[src/rtl/plmc_consts.vh]
// register map, field codes and reset values of the macrocell array
`ifndef PLMC_CONSTS_VH
`define PLMC_CONSTS_VH
`define PLMC_ADDR_W        12
`define PLMC_OFS_CTRL      12'h000
`define PLMC_OFS_OE_SEL    12'h004
`define PLMC_OFS_CLK_SEL   12'h008
`define PLMC_OFS_CLK_POL   12'h00C
`define PLMC_OFS_LATCH     12'h010
`define PLMC_OFS_PRELOAD   12'h014
`define PLMC_OFS_STATE     12'h018
`define PLMC_OFS_MODE_LO   12'h01C
`define PLMC_OFS_MODE_HI   12'h020
`define PLMC_OFS_PTERM     12'h100
`define PLMC_PTERM_LAST    12'h1BC
`define PLMC_CTRL_RESET    0
`define PLMC_CTRL_PRESET   1
`define PLMC_CTRL_PRELOAD  2
`define PLMC_CTRL_OBSERVE  3
`define PLMC_OE_PIN        2'h0
`define PLMC_OE_XOR        2'h1
`define PLMC_OE_ON         2'h2
`define PLMC_OE_OFF        2'h3
`define PLMC_OE_SEL_RST    8'hFF
`define PLMC_MODE_OUT_PIN  3'h0
`define PLMC_MODE_OUT_Q    3'h1
`define PLMC_MODE_OUT_BOTH 3'h2
`define PLMC_MODE_BURIED   3'h3
`define PLMC_MODE_REG_IN   3'h4
`define PLMC_MODE_RST      3'h1
`define PLMC_CLK_POL_RST   16'hFFFF
`define PLMC_RESP_OKAY     2'h0
`define PLMC_RESP_SLVERR   2'h2
`endif

[src/rtl/plmc_top.v]
// sixteen-macrocell logic array with group enables and clock selection
//
// Summary of operation
// - Sixteen outputs form four groups of four sharing one enable.
// - Each group enable picks the enable pin, an XOR of two terms, on or off.
// - Each flip-flop picks clock pin A or B on its own.
// - Active-low selection captures on the falling edge or latches on low.
// - Active-high selection captures on the rising edge or latches on high.
// - Eight dual-feedback and eight single-feedback cells share the pins.
// - Both cell kinds offer pin, /Q, buried and register-input feedback.
// - Only dual-feedback cells feed /Q and the pin back together while driving the pin; buried mode does so in both kinds.
// - One global node presets, resets and preloads; one node observes.
`timescale 1ns/1ns
`include "plmc_consts.vh"
module plmc_top (
    input  wire        CLK_SYS,
    input  wire        RST_B,
    input  wire        CLOCK_PIN_A,
    input  wire        CLOCK_PIN_B,
    input  wire        OUT_EN_B,
    input  wire [3:0]  DED_IN,
    input  wire [15:0] PIN_IN,
    output reg  [15:0] PIN_OUT,
    output reg  [15:0] PIN_OE_B,
    input  wire [11:0] S_AXI_AWADDR,
    input  wire        S_AXI_AWVALID,
    output reg         S_AXI_AWREADY,
    input  wire [31:0] S_AXI_WDATA,
    input  wire [3:0]  S_AXI_WSTRB,
    input  wire        S_AXI_WVALID,
    output reg         S_AXI_WREADY,
    output reg  [1:0]  S_AXI_BRESP,
    output reg         S_AXI_BVALID,
    input  wire        S_AXI_BREADY,
    input  wire [11:0] S_AXI_ARADDR,
    input  wire        S_AXI_ARVALID,
    output reg         S_AXI_ARREADY,
    output reg  [31:0] S_AXI_RDATA,
    output reg  [1:0]  S_AXI_RRESP,
    output reg         S_AXI_RVALID,
    input  wire        S_AXI_RREADY
);
    reg  [7:0]  oe_sel_q;
    reg  [15:0] clk_sel_q;
    reg  [15:0] clk_pol_q;
    reg  [15:0] latch_q;
    reg  [15:0] preload_q;
    reg         observe_q;
    reg  [2:0]  mode_q [0:15];
    reg  [35:0] pt_mask_q [0:23];
    reg  [15:0] cell_q;
    reg         clk_a_q;
    reg         clk_b_q;
    reg  [23:0] pterm;
    reg  [15:0] pin_fb;
    reg  [15:0] q_fb;
    reg  [15:0] drive;
    reg  [15:0] cell_d;
    reg  [15:0] capture;
    reg  [15:0] oe_d;
    reg  [3:0]  grp_en;
    reg  [35:0] sig;
    reg  [31:0] rd_d;
    reg         rd_ok;
    reg         wr_ok;
    reg  [2:0]  md;
    reg         lvl;
    reg         prev;
    wire        wr_go;
    wire        rd_go;
    wire [11:0] wa;
    wire [4:0]  wpt;
    wire [4:0]  rpt;
    wire        wr_pt;
    wire        rd_pt;
    integer     i, j, k;

    function [31:0] merge;
        input [31:0] old;
        input [31:0] nw;
        input [3:0]  strb;
        integer      b;
        begin
            for (b = 0; b < 4; b = b + 1) begin
                merge[b*8 +: 8] = strb[b] ? nw[b*8 +: 8] : old[b*8 +: 8];
            end
        end
    endfunction

    function [15:0] merge16;
        input [15:0] old;
        input [15:0] nw;
        input [1:0]  strb;
        begin
            merge16[7:0]  = strb[0] ? nw[7:0]  : old[7:0];
            merge16[15:8] = strb[1] ? nw[15:8] : old[15:8];
        end
    endfunction

    // address and data are taken together, one write in flight at a time
    assign wr_go = S_AXI_AWVALID & S_AXI_WVALID & ~S_AXI_AWREADY
                   & ~S_AXI_BVALID;
    assign rd_go = S_AXI_ARVALID & ~S_AXI_ARREADY & ~S_AXI_RVALID;
    assign wa    = S_AXI_AWADDR;
    assign wpt   = wa[7:3];
    assign rpt   = S_AXI_ARADDR[7:3];
    assign wr_pt = (wa >= `PLMC_OFS_PTERM) && (wa <= `PLMC_PTERM_LAST);
    assign rd_pt = (S_AXI_ARADDR >= `PLMC_OFS_PTERM)
                   && (S_AXI_ARADDR <= `PLMC_PTERM_LAST);

    always @* begin
        // dual cells alone may drive the pin and return pin and /Q together
        for (i = 0; i < 16; i = i + 1) begin
            md = mode_q[i];
            // index bit 1 set marks a single cell
            if (md == `PLMC_MODE_OUT_BOTH && i[1]) begin
                md = `PLMC_MODE_OUT_Q;
            end
            pin_fb[i] = PIN_IN[i] & (md == `PLMC_MODE_OUT_PIN
                        || md == `PLMC_MODE_OUT_BOTH
                        || md == `PLMC_MODE_BURIED);
            q_fb[i]   = ~cell_q[i] & (md != `PLMC_MODE_OUT_PIN);
            drive[i]  = (md == `PLMC_MODE_OUT_PIN) || (md == `PLMC_MODE_OUT_Q)
                        || (md == `PLMC_MODE_OUT_BOTH);
        end
        sig = {DED_IN, q_fb, pin_fb};
        // unused literals are masked off; an empty term is true
        for (i = 0; i < 24; i = i + 1) begin
            pterm[i] = &(~pt_mask_q[i] | sig);
        end
        for (i = 0; i < 4; i = i + 1) begin
            case (oe_sel_q[i*2 +: 2])
                `PLMC_OE_PIN: grp_en[i] = ~OUT_EN_B;
                `PLMC_OE_XOR: grp_en[i] = pterm[16+i*2] ^ pterm[17+i*2];
                `PLMC_OE_ON:  grp_en[i] = 1'b1;
                default:      grp_en[i] = 1'b0;
            endcase
        end
        for (i = 0; i < 16; i = i + 1) begin
            // cells 4g..4g+3 share the enable of group g
            // float unless group enabled and cell drives
            oe_d[i]   = ~(grp_en[i/4] & drive[i]);
            cell_d[i] = (mode_q[i] == `PLMC_MODE_REG_IN) ? PIN_IN[i]
                        : pterm[i];
            prev = clk_sel_q[i] ? clk_b_q : clk_a_q;
            lvl  = clk_sel_q[i] ? CLOCK_PIN_B : CLOCK_PIN_A;
            // active high: rising edge or high-level latch
            // active low: falling edge or low-level latch
            if (!clk_pol_q[i]) begin
                lvl  = ~lvl;
                prev = ~prev;
            end
            capture[i] = latch_q[i] ? lvl : (lvl & ~prev);
        end
    end

    always @* begin
        rd_ok = 1'b1;
        rd_d  = 32'h00000000;
        if (rd_pt) begin
            rd_d = S_AXI_ARADDR[2] ? {28'h0000000, pt_mask_q[rpt][35:32]}
                   : pt_mask_q[rpt][31:0];
        end else begin
            case (S_AXI_ARADDR)
                `PLMC_OFS_CTRL:    rd_d = {28'h0000000, observe_q, 3'h0};
                `PLMC_OFS_OE_SEL:  rd_d = {24'h000000, oe_sel_q};
                `PLMC_OFS_CLK_SEL: rd_d = {16'h0000, clk_sel_q};
                `PLMC_OFS_CLK_POL: rd_d = {16'h0000, clk_pol_q};
                `PLMC_OFS_LATCH:   rd_d = {16'h0000, latch_q};
                `PLMC_OFS_PRELOAD: rd_d = {16'h0000, preload_q};
                // register state only visible while observing
                `PLMC_OFS_STATE:
                    rd_d = {PIN_IN, observe_q ? cell_q : 16'h0000};
                `PLMC_OFS_MODE_LO:
                    for (j = 0; j < 8; j = j + 1) begin
                        rd_d[j*3 +: 3] = mode_q[j];
                    end
                `PLMC_OFS_MODE_HI:
                    for (j = 0; j < 8; j = j + 1) begin
                        rd_d[j*3 +: 3] = mode_q[j+8];
                    end
                default: rd_ok = 1'b0;
            endcase
        end
        wr_ok = wr_pt || (wa <= `PLMC_OFS_MODE_HI && wa[1:0] == 2'h0);
    end

    always @(posedge CLK_SYS or negedge RST_B) begin
        if (!RST_B) begin
            oe_sel_q      <= `PLMC_OE_SEL_RST;
            clk_sel_q     <= 16'h0000;
            clk_pol_q     <= `PLMC_CLK_POL_RST;
            latch_q       <= 16'h0000;
            preload_q     <= 16'h0000;
            observe_q     <= 1'b0;
            cell_q        <= 16'h0000;
            clk_a_q       <= 1'b0;
            clk_b_q       <= 1'b0;
            PIN_OUT       <= 16'h0000;
            PIN_OE_B      <= 16'hFFFF;
            S_AXI_AWREADY <= 1'b0;
            S_AXI_WREADY  <= 1'b0;
            S_AXI_BVALID  <= 1'b0;
            S_AXI_BRESP   <= `PLMC_RESP_OKAY;
            S_AXI_ARREADY <= 1'b0;
            S_AXI_RVALID  <= 1'b0;
            S_AXI_RRESP   <= `PLMC_RESP_OKAY;
            S_AXI_RDATA   <= 32'h00000000;
            for (k = 0; k < 16; k = k + 1) begin
                mode_q[k] <= `PLMC_MODE_RST;
            end
            for (k = 0; k < 24; k = k + 1) begin
                pt_mask_q[k] <= 36'h000000000;
            end
        end else begin
            clk_a_q  <= CLOCK_PIN_A;
            clk_b_q  <= CLOCK_PIN_B;
            PIN_OE_B <= oe_d;
            // pins sample the register one cycle late; keeps outputs on flops
            PIN_OUT  <= cell_q;
            for (k = 0; k < 16; k = k + 1) begin
                if (capture[k]) begin
                    cell_q[k] <= cell_d[k];
                end
            end
            S_AXI_AWREADY <= wr_go;
            S_AXI_WREADY  <= wr_go;
            if (S_AXI_BVALID && S_AXI_BREADY) begin
                S_AXI_BVALID <= 1'b0;
            end
            if (wr_go) begin
                S_AXI_BVALID <= 1'b1;
                S_AXI_BRESP  <= wr_ok ? `PLMC_RESP_OKAY : `PLMC_RESP_SLVERR;
                if (wr_pt) begin
                    if (wa[2]) begin
                        pt_mask_q[wpt][35:32] <= S_AXI_WSTRB[0]
                            ? S_AXI_WDATA[3:0] : pt_mask_q[wpt][35:32];
                    end else begin
                        pt_mask_q[wpt][31:0] <= merge(pt_mask_q[wpt][31:0],
                            S_AXI_WDATA, S_AXI_WSTRB);
                    end
                end
                case (wa)
                    `PLMC_OFS_CTRL: begin
                        if (S_AXI_WSTRB[0]) begin
                            observe_q <= S_AXI_WDATA[`PLMC_CTRL_OBSERVE];
                            // global node, reset over preset over load
                            if (S_AXI_WDATA[`PLMC_CTRL_RESET]) begin
                                cell_q <= 16'h0000;
                            end else if (S_AXI_WDATA[`PLMC_CTRL_PRESET]) begin
                                cell_q <= 16'hFFFF;
                            end else if (S_AXI_WDATA[`PLMC_CTRL_PRELOAD]) begin
                                cell_q <= preload_q;
                            end
                        end
                    end
                    `PLMC_OFS_OE_SEL:
                        oe_sel_q <= S_AXI_WSTRB[0] ? S_AXI_WDATA[7:0]
                                    : oe_sel_q;
                    `PLMC_OFS_CLK_SEL:
                        clk_sel_q <= merge16(clk_sel_q, S_AXI_WDATA[15:0],
                                     S_AXI_WSTRB[1:0]);
                    `PLMC_OFS_CLK_POL:
                        clk_pol_q <= merge16(clk_pol_q, S_AXI_WDATA[15:0],
                                     S_AXI_WSTRB[1:0]);
                    `PLMC_OFS_LATCH:
                        latch_q <= merge16(latch_q, S_AXI_WDATA[15:0],
                                   S_AXI_WSTRB[1:0]);
                    `PLMC_OFS_PRELOAD:
                        preload_q <= merge16(preload_q, S_AXI_WDATA[15:0],
                                     S_AXI_WSTRB[1:0]);
                    `PLMC_OFS_MODE_LO:
                        for (k = 0; k < 8; k = k + 1) begin
                            mode_q[k] <= S_AXI_WDATA[k*3 +: 3];
                        end
                    `PLMC_OFS_MODE_HI:
                        for (k = 0; k < 8; k = k + 1) begin
                            mode_q[k+8] <= S_AXI_WDATA[k*3 +: 3];
                        end
                    default: ;
                endcase
            end
            S_AXI_ARREADY <= rd_go;
            if (S_AXI_RVALID && S_AXI_RREADY) begin
                S_AXI_RVALID <= 1'b0;
            end
            if (rd_go) begin
                S_AXI_RVALID <= 1'b1;
                S_AXI_RDATA  <= rd_d;
                S_AXI_RRESP  <= rd_ok ? `PLMC_RESP_OKAY : `PLMC_RESP_SLVERR;
            end
        end
    end
endmodule

[config.mk]
export PLATFORM = sky130hd
export DESIGN_NAME = plmc_top
export DESIGN_NICKNAME = d
export VERILOG_FILES = /design/src/rtl/plmc_top.v
export VERILOG_INCLUDE_DIRS = /design/src /design/src/rtl
export SDC_FILE = /design/constraint.sdc
export NUM_CORES = 2
export LEC_CHECK = 0
export BUFFER_PORTS_ARGS = -buffer_cell sky130_fd_sc_hd__buf_4
export CORE_ASPECT_RATIO = 1.1
export CORE_MARGIN = 3
export CORE_UTILIZATION = 35
export DETAILED_ROUTE_END_ITERATION = 7
export SLEW_MARGIN = 20
export SYNTH_ARGS = -nofsm -noshare
export SYNTH_HDL_FRONTEND = slang
export SYNTH_SLANG_ARGS = --single-unit
[constraint.sdc]
create_clock -name CLK_SYS -period 3.4 [get_ports CLK_SYS]
set_input_delay 0.51 -clock CLK_SYS [delete_from_list [all_inputs] [get_ports CLK_SYS]]
set_output_delay 0.51 -clock CLK_SYS [all_outputs]
set_load 0.05 [all_outputs]
==> metrics.txt <==
number of synthesized flops with an enable pin=0; worst reg2reg path endpoint=cell_q[14]; largest buffer count on any clock path=3; Chip Width=407 um; layout cells sized above 1=46.4%; synth warn=0; pin count of the biggest net entering global routing=92; cell count after synthesis=4825; number of global-route vias before repair=50700; R2R Setup Slk=-0.09 ns; Die Footprint=0.182 mm2; instance area after placement=0.0699 mm2; Relative slew margins=16.9%; fill count=16300; launch instance of the worst register-to-register path=mode_q[44]; clock sink total=1073; Port Buffers=160; most numerous cell in the Yosys netlist=sky130_fd_sc_hd__dfrtp_1; DR top layer=met5; row count=161; hold path start=S_AXI_WDATA[14]; worst hold stages=2; max_cap viols=0; setup violation total in the final timing report=3; fin crit period=3.49 ns; initial detailed-routing violation count=9289; top cells by instance count after synthesis=sky130_fd_sc_hd__dfrtp_1, sky130_fd_sc_hd__mux2_2, sky130_fd_sc_hd__mux4_2; hold violation total from the final report=0; final setup margin=-0.0932 ns; # H-tree levels=3; number of pins with negative max-slew slack in the final report=0; Layout Skew=0.0832 ns; summed instance area of the synthesized netlist=0.0620 mm2; Finished Cell Area=0.0743 mm2; total length of routed wires=325 mm; placeable core area=0.175 mm2; peak supply drop=0.000447 V; Fmax achieved=286 MHz; via count normalized by instance count=6.85; overall die height=447 um; DRC violation count after routing=0; result of the run=finished, violations left; Required @ worst endpoint=4.10 ns; worst endpoint data arrival time=4.20 ns; total CTS buffers=118; Pre-Repair DR Iteration Count=8; power density over the cells=426 mW/mm2; area used by sequential logic in the layout=0.0269 mm2; synthesized area per cell=12.8 um2; worst-margin pin slew=1.25 ns; clock transition at the register clock pins on the worst setup and hold paths after CTS=0.07 ns; most area-hungry cell type in the Yosys netlist=sky130_fd_sc_hd__dfrtp_1; post-synthesis sequential area ratio=43.4%; post-synth cell types=80; Yosys top cell area share=41.1%; area used by multi-input combinational logic=0.0331 mm2; depth of the worst register-to-register path=8; portion of the clock cycle consumed by the worst path in the final layout=103%; final layout net count=5338; clock latency on the worst-skew pair=0.83 ns; predominant post-synthesis flop cell=sky130_fd_sc_hd__dfrtp_1; routed length on met2=139 mm; Global Route Usage Sum=35.0%; power after layout=31.7 mW; first-pass GRT wire length=442 mm; met1 WL=116 mm; CP max FO=19; leading post-synthesis cells by cell area=sky130_fd_sc_hd__dfrtp_1, sky130_fd_sc_hd__mux2_2, sky130_fd_sc_hd__mux4_2; Starting Density=35.3%; number of antenna-violating nets in the routed design=0; total global routing overflow=0; classification of the worst-slack hold path=input pin to register; kind of launch point of the worst setup path=register; Leakage Power=32.8 nW; wire length on met3=42.0 mm; fraction of registers with async set or reset after synthesis=100%; TritonCTS clock tree=built; Clock Tree Root=sky130_fd_sc_hd__clkbuf_16; antenna violations before repair=37; HPWL Detailed=245 mm; post-synthesis register bit count=1073; GPL Wtd Cong=1.09; number of vias in the routed layout=53000; RSZ-0062 raised after global routing=false; start-to-end type of the worst setup path=register to register; area added between synthesis and finish=20.0%; Worst Setup End Kind=register; WHS Endpoint=mode_q[11]; detail-routed net length per standard cell=42.0 um; top-level port count=163; violations in the final reports=negative setup slack
==> critical path, stage by stage, from the launching register on <==
cell and delay (ns):
sky130_fd_sc_hd__dfrtp_1 0.47, sky130_fd_sc_hd__nor3_1 0.83, sky130_fd_sc_hd__or2_2 0.78, sky130_fd_sc_hd__a222oi_1 0.24
sky130_fd_sc_hd__nand2_1 0.11, sky130_fd_sc_hd__a221oi_1 0.09, sky130_fd_sc_hd__a31oi_2 0.56, sky130_fd_sc_hd__buf_4 0.21
sky130_fd_sc_hd__o32ai_1 0.07
==> state kept, by name (all words and copies together), names as in the netlist <==
register       flops
PIN_OE_B          16
S_AXI_ARREADY      1
S_AXI_BRESP        1
latch_q           16
PIN_OUT           16
clk_b_q            1
S_AXI_BVALID       1
S_AXI_RVALID       1
clk_sel_q         16
S_AXI_RDATA       32
S_AXI_RRESP        1
S_AXI_WREADY       1
oe_sel_q           8
observe_q          1
clk_pol_q         16
pt_mask_q        864
preload_q         16
cell_q            16
clk_a_q            1
mode_q            48
==> worst max-delay path by stage <==
stage | start | endpoint | slack (ns) | depth (start not counted)
2_1_floorplan | S_AXI_AWADDR[3] | pt_mask_q[181] | 0.53 | 11
3_3_place_gp | PIN_IN[13] | cell_q[14] | -0.39 | 10
3_5_place_dp | PIN_IN[13] | cell_q[14] | -0.36 | 10
4_1_cts | mode_q[6] | PIN_OE_B[1] | 0.006 | 11
5_1_grt | mode_q[36] | cell_q[10] | 0.004 | 12
6_report | mode_q[44] | cell_q[14] | -0.09 | 8
==> cells by family (layout without fill, tap and decap cells) <==
logic type,after synthesis,in the layout,share of synthesized area [%]
AO/OA/AOI/OAI,945,945,10.5
buffers and inverters,471,993,3.49
flip-flops,1073,1073,43.4
other,1,25,0.00605
XOR/XNOR,40,40,0.565
AND/OR/NAND/NOR,784,784,6.29
multiplexers,1511,1511,35.7
==> cells in the final DEF (no fill, tap or decap), drive strengths merged, types with 13 or more instances in the layout <==
master / n
clkbuf: 161
and3: 15
o21ai: 250
inv: 50
dfrtp: 1017
o22ai: 31
a21o: 21
mux2i: 103
a222oi: 64
nor3: 53
nand3: 49
nor2: 177
nor2b: 23
buf: 720
mux4: 465
a22oi: 244
nand2: 244
nor4: 16
or2: 35
nand4: 66
clkinv: 29
and4: 24
dfstp: 56
diode: 23
a21oi: 128
o31ai: 13
xor2: 34
a22o: 71
bufinv: 20
mux2: 943
a31oi: 23
nand2b: 41
a221oi: 41
==> report_power, final <==
part	switching [mW]	internal (mW)
Sequential	0.212	13.0
Combinational	2.89	1.27
Clock	5.97	8.33
==> stage by stage <==
step,setup TNS (ns),instances,hold WS [ns],util (%),setup slack (ns)
floorplan,0,4826,0.214,-,0.533
global placement,-4.87,7486,0.480,39.8,-0.386
detailed placement,-4.98,7486,0.488,39.8,-0.362
CTS,0,7709,0.0118,42.3,0.00633
global route,0,7714,0.0230,42.3,0.00401
finish,-0.134,7734,0.0232,42.4,-0.0932
==> layer usage <==
| metal | GRT usage, % | vias to the layer above |
|---|---|---|
| met1 | 42.8 | 27700 |
| met5 | 0 | - |
| li1 | - | 19700 |
| met3 | 12.3 | 1103 |
| met2 | 51.9 | 4410 |
| met4 | 23.9 | 12 |
==> repair_timing <==
item | 4_1_cts | 5_1_grt
resized for setup | 7 | 12
setup endpoints to repair | 14 | 13
buffers inserted | 0 | 0
hold endpoints to repair | 25 | 0
pin swaps | 1 | 5
hold buffers | 3 | 0
==> layout make-up <==
class	count	share of cell area (%)
timing repair buffer	724	9.22
clock inverter	60	1.27
sequential	1073	36.2
clock buffer	160	4.43
antenna	23	0.0774
inverter	49	0.247
multi-input combinational	3282	44.6
tap	2363	3.98
No activity file was read; power rests on OpenSTA's default activity.
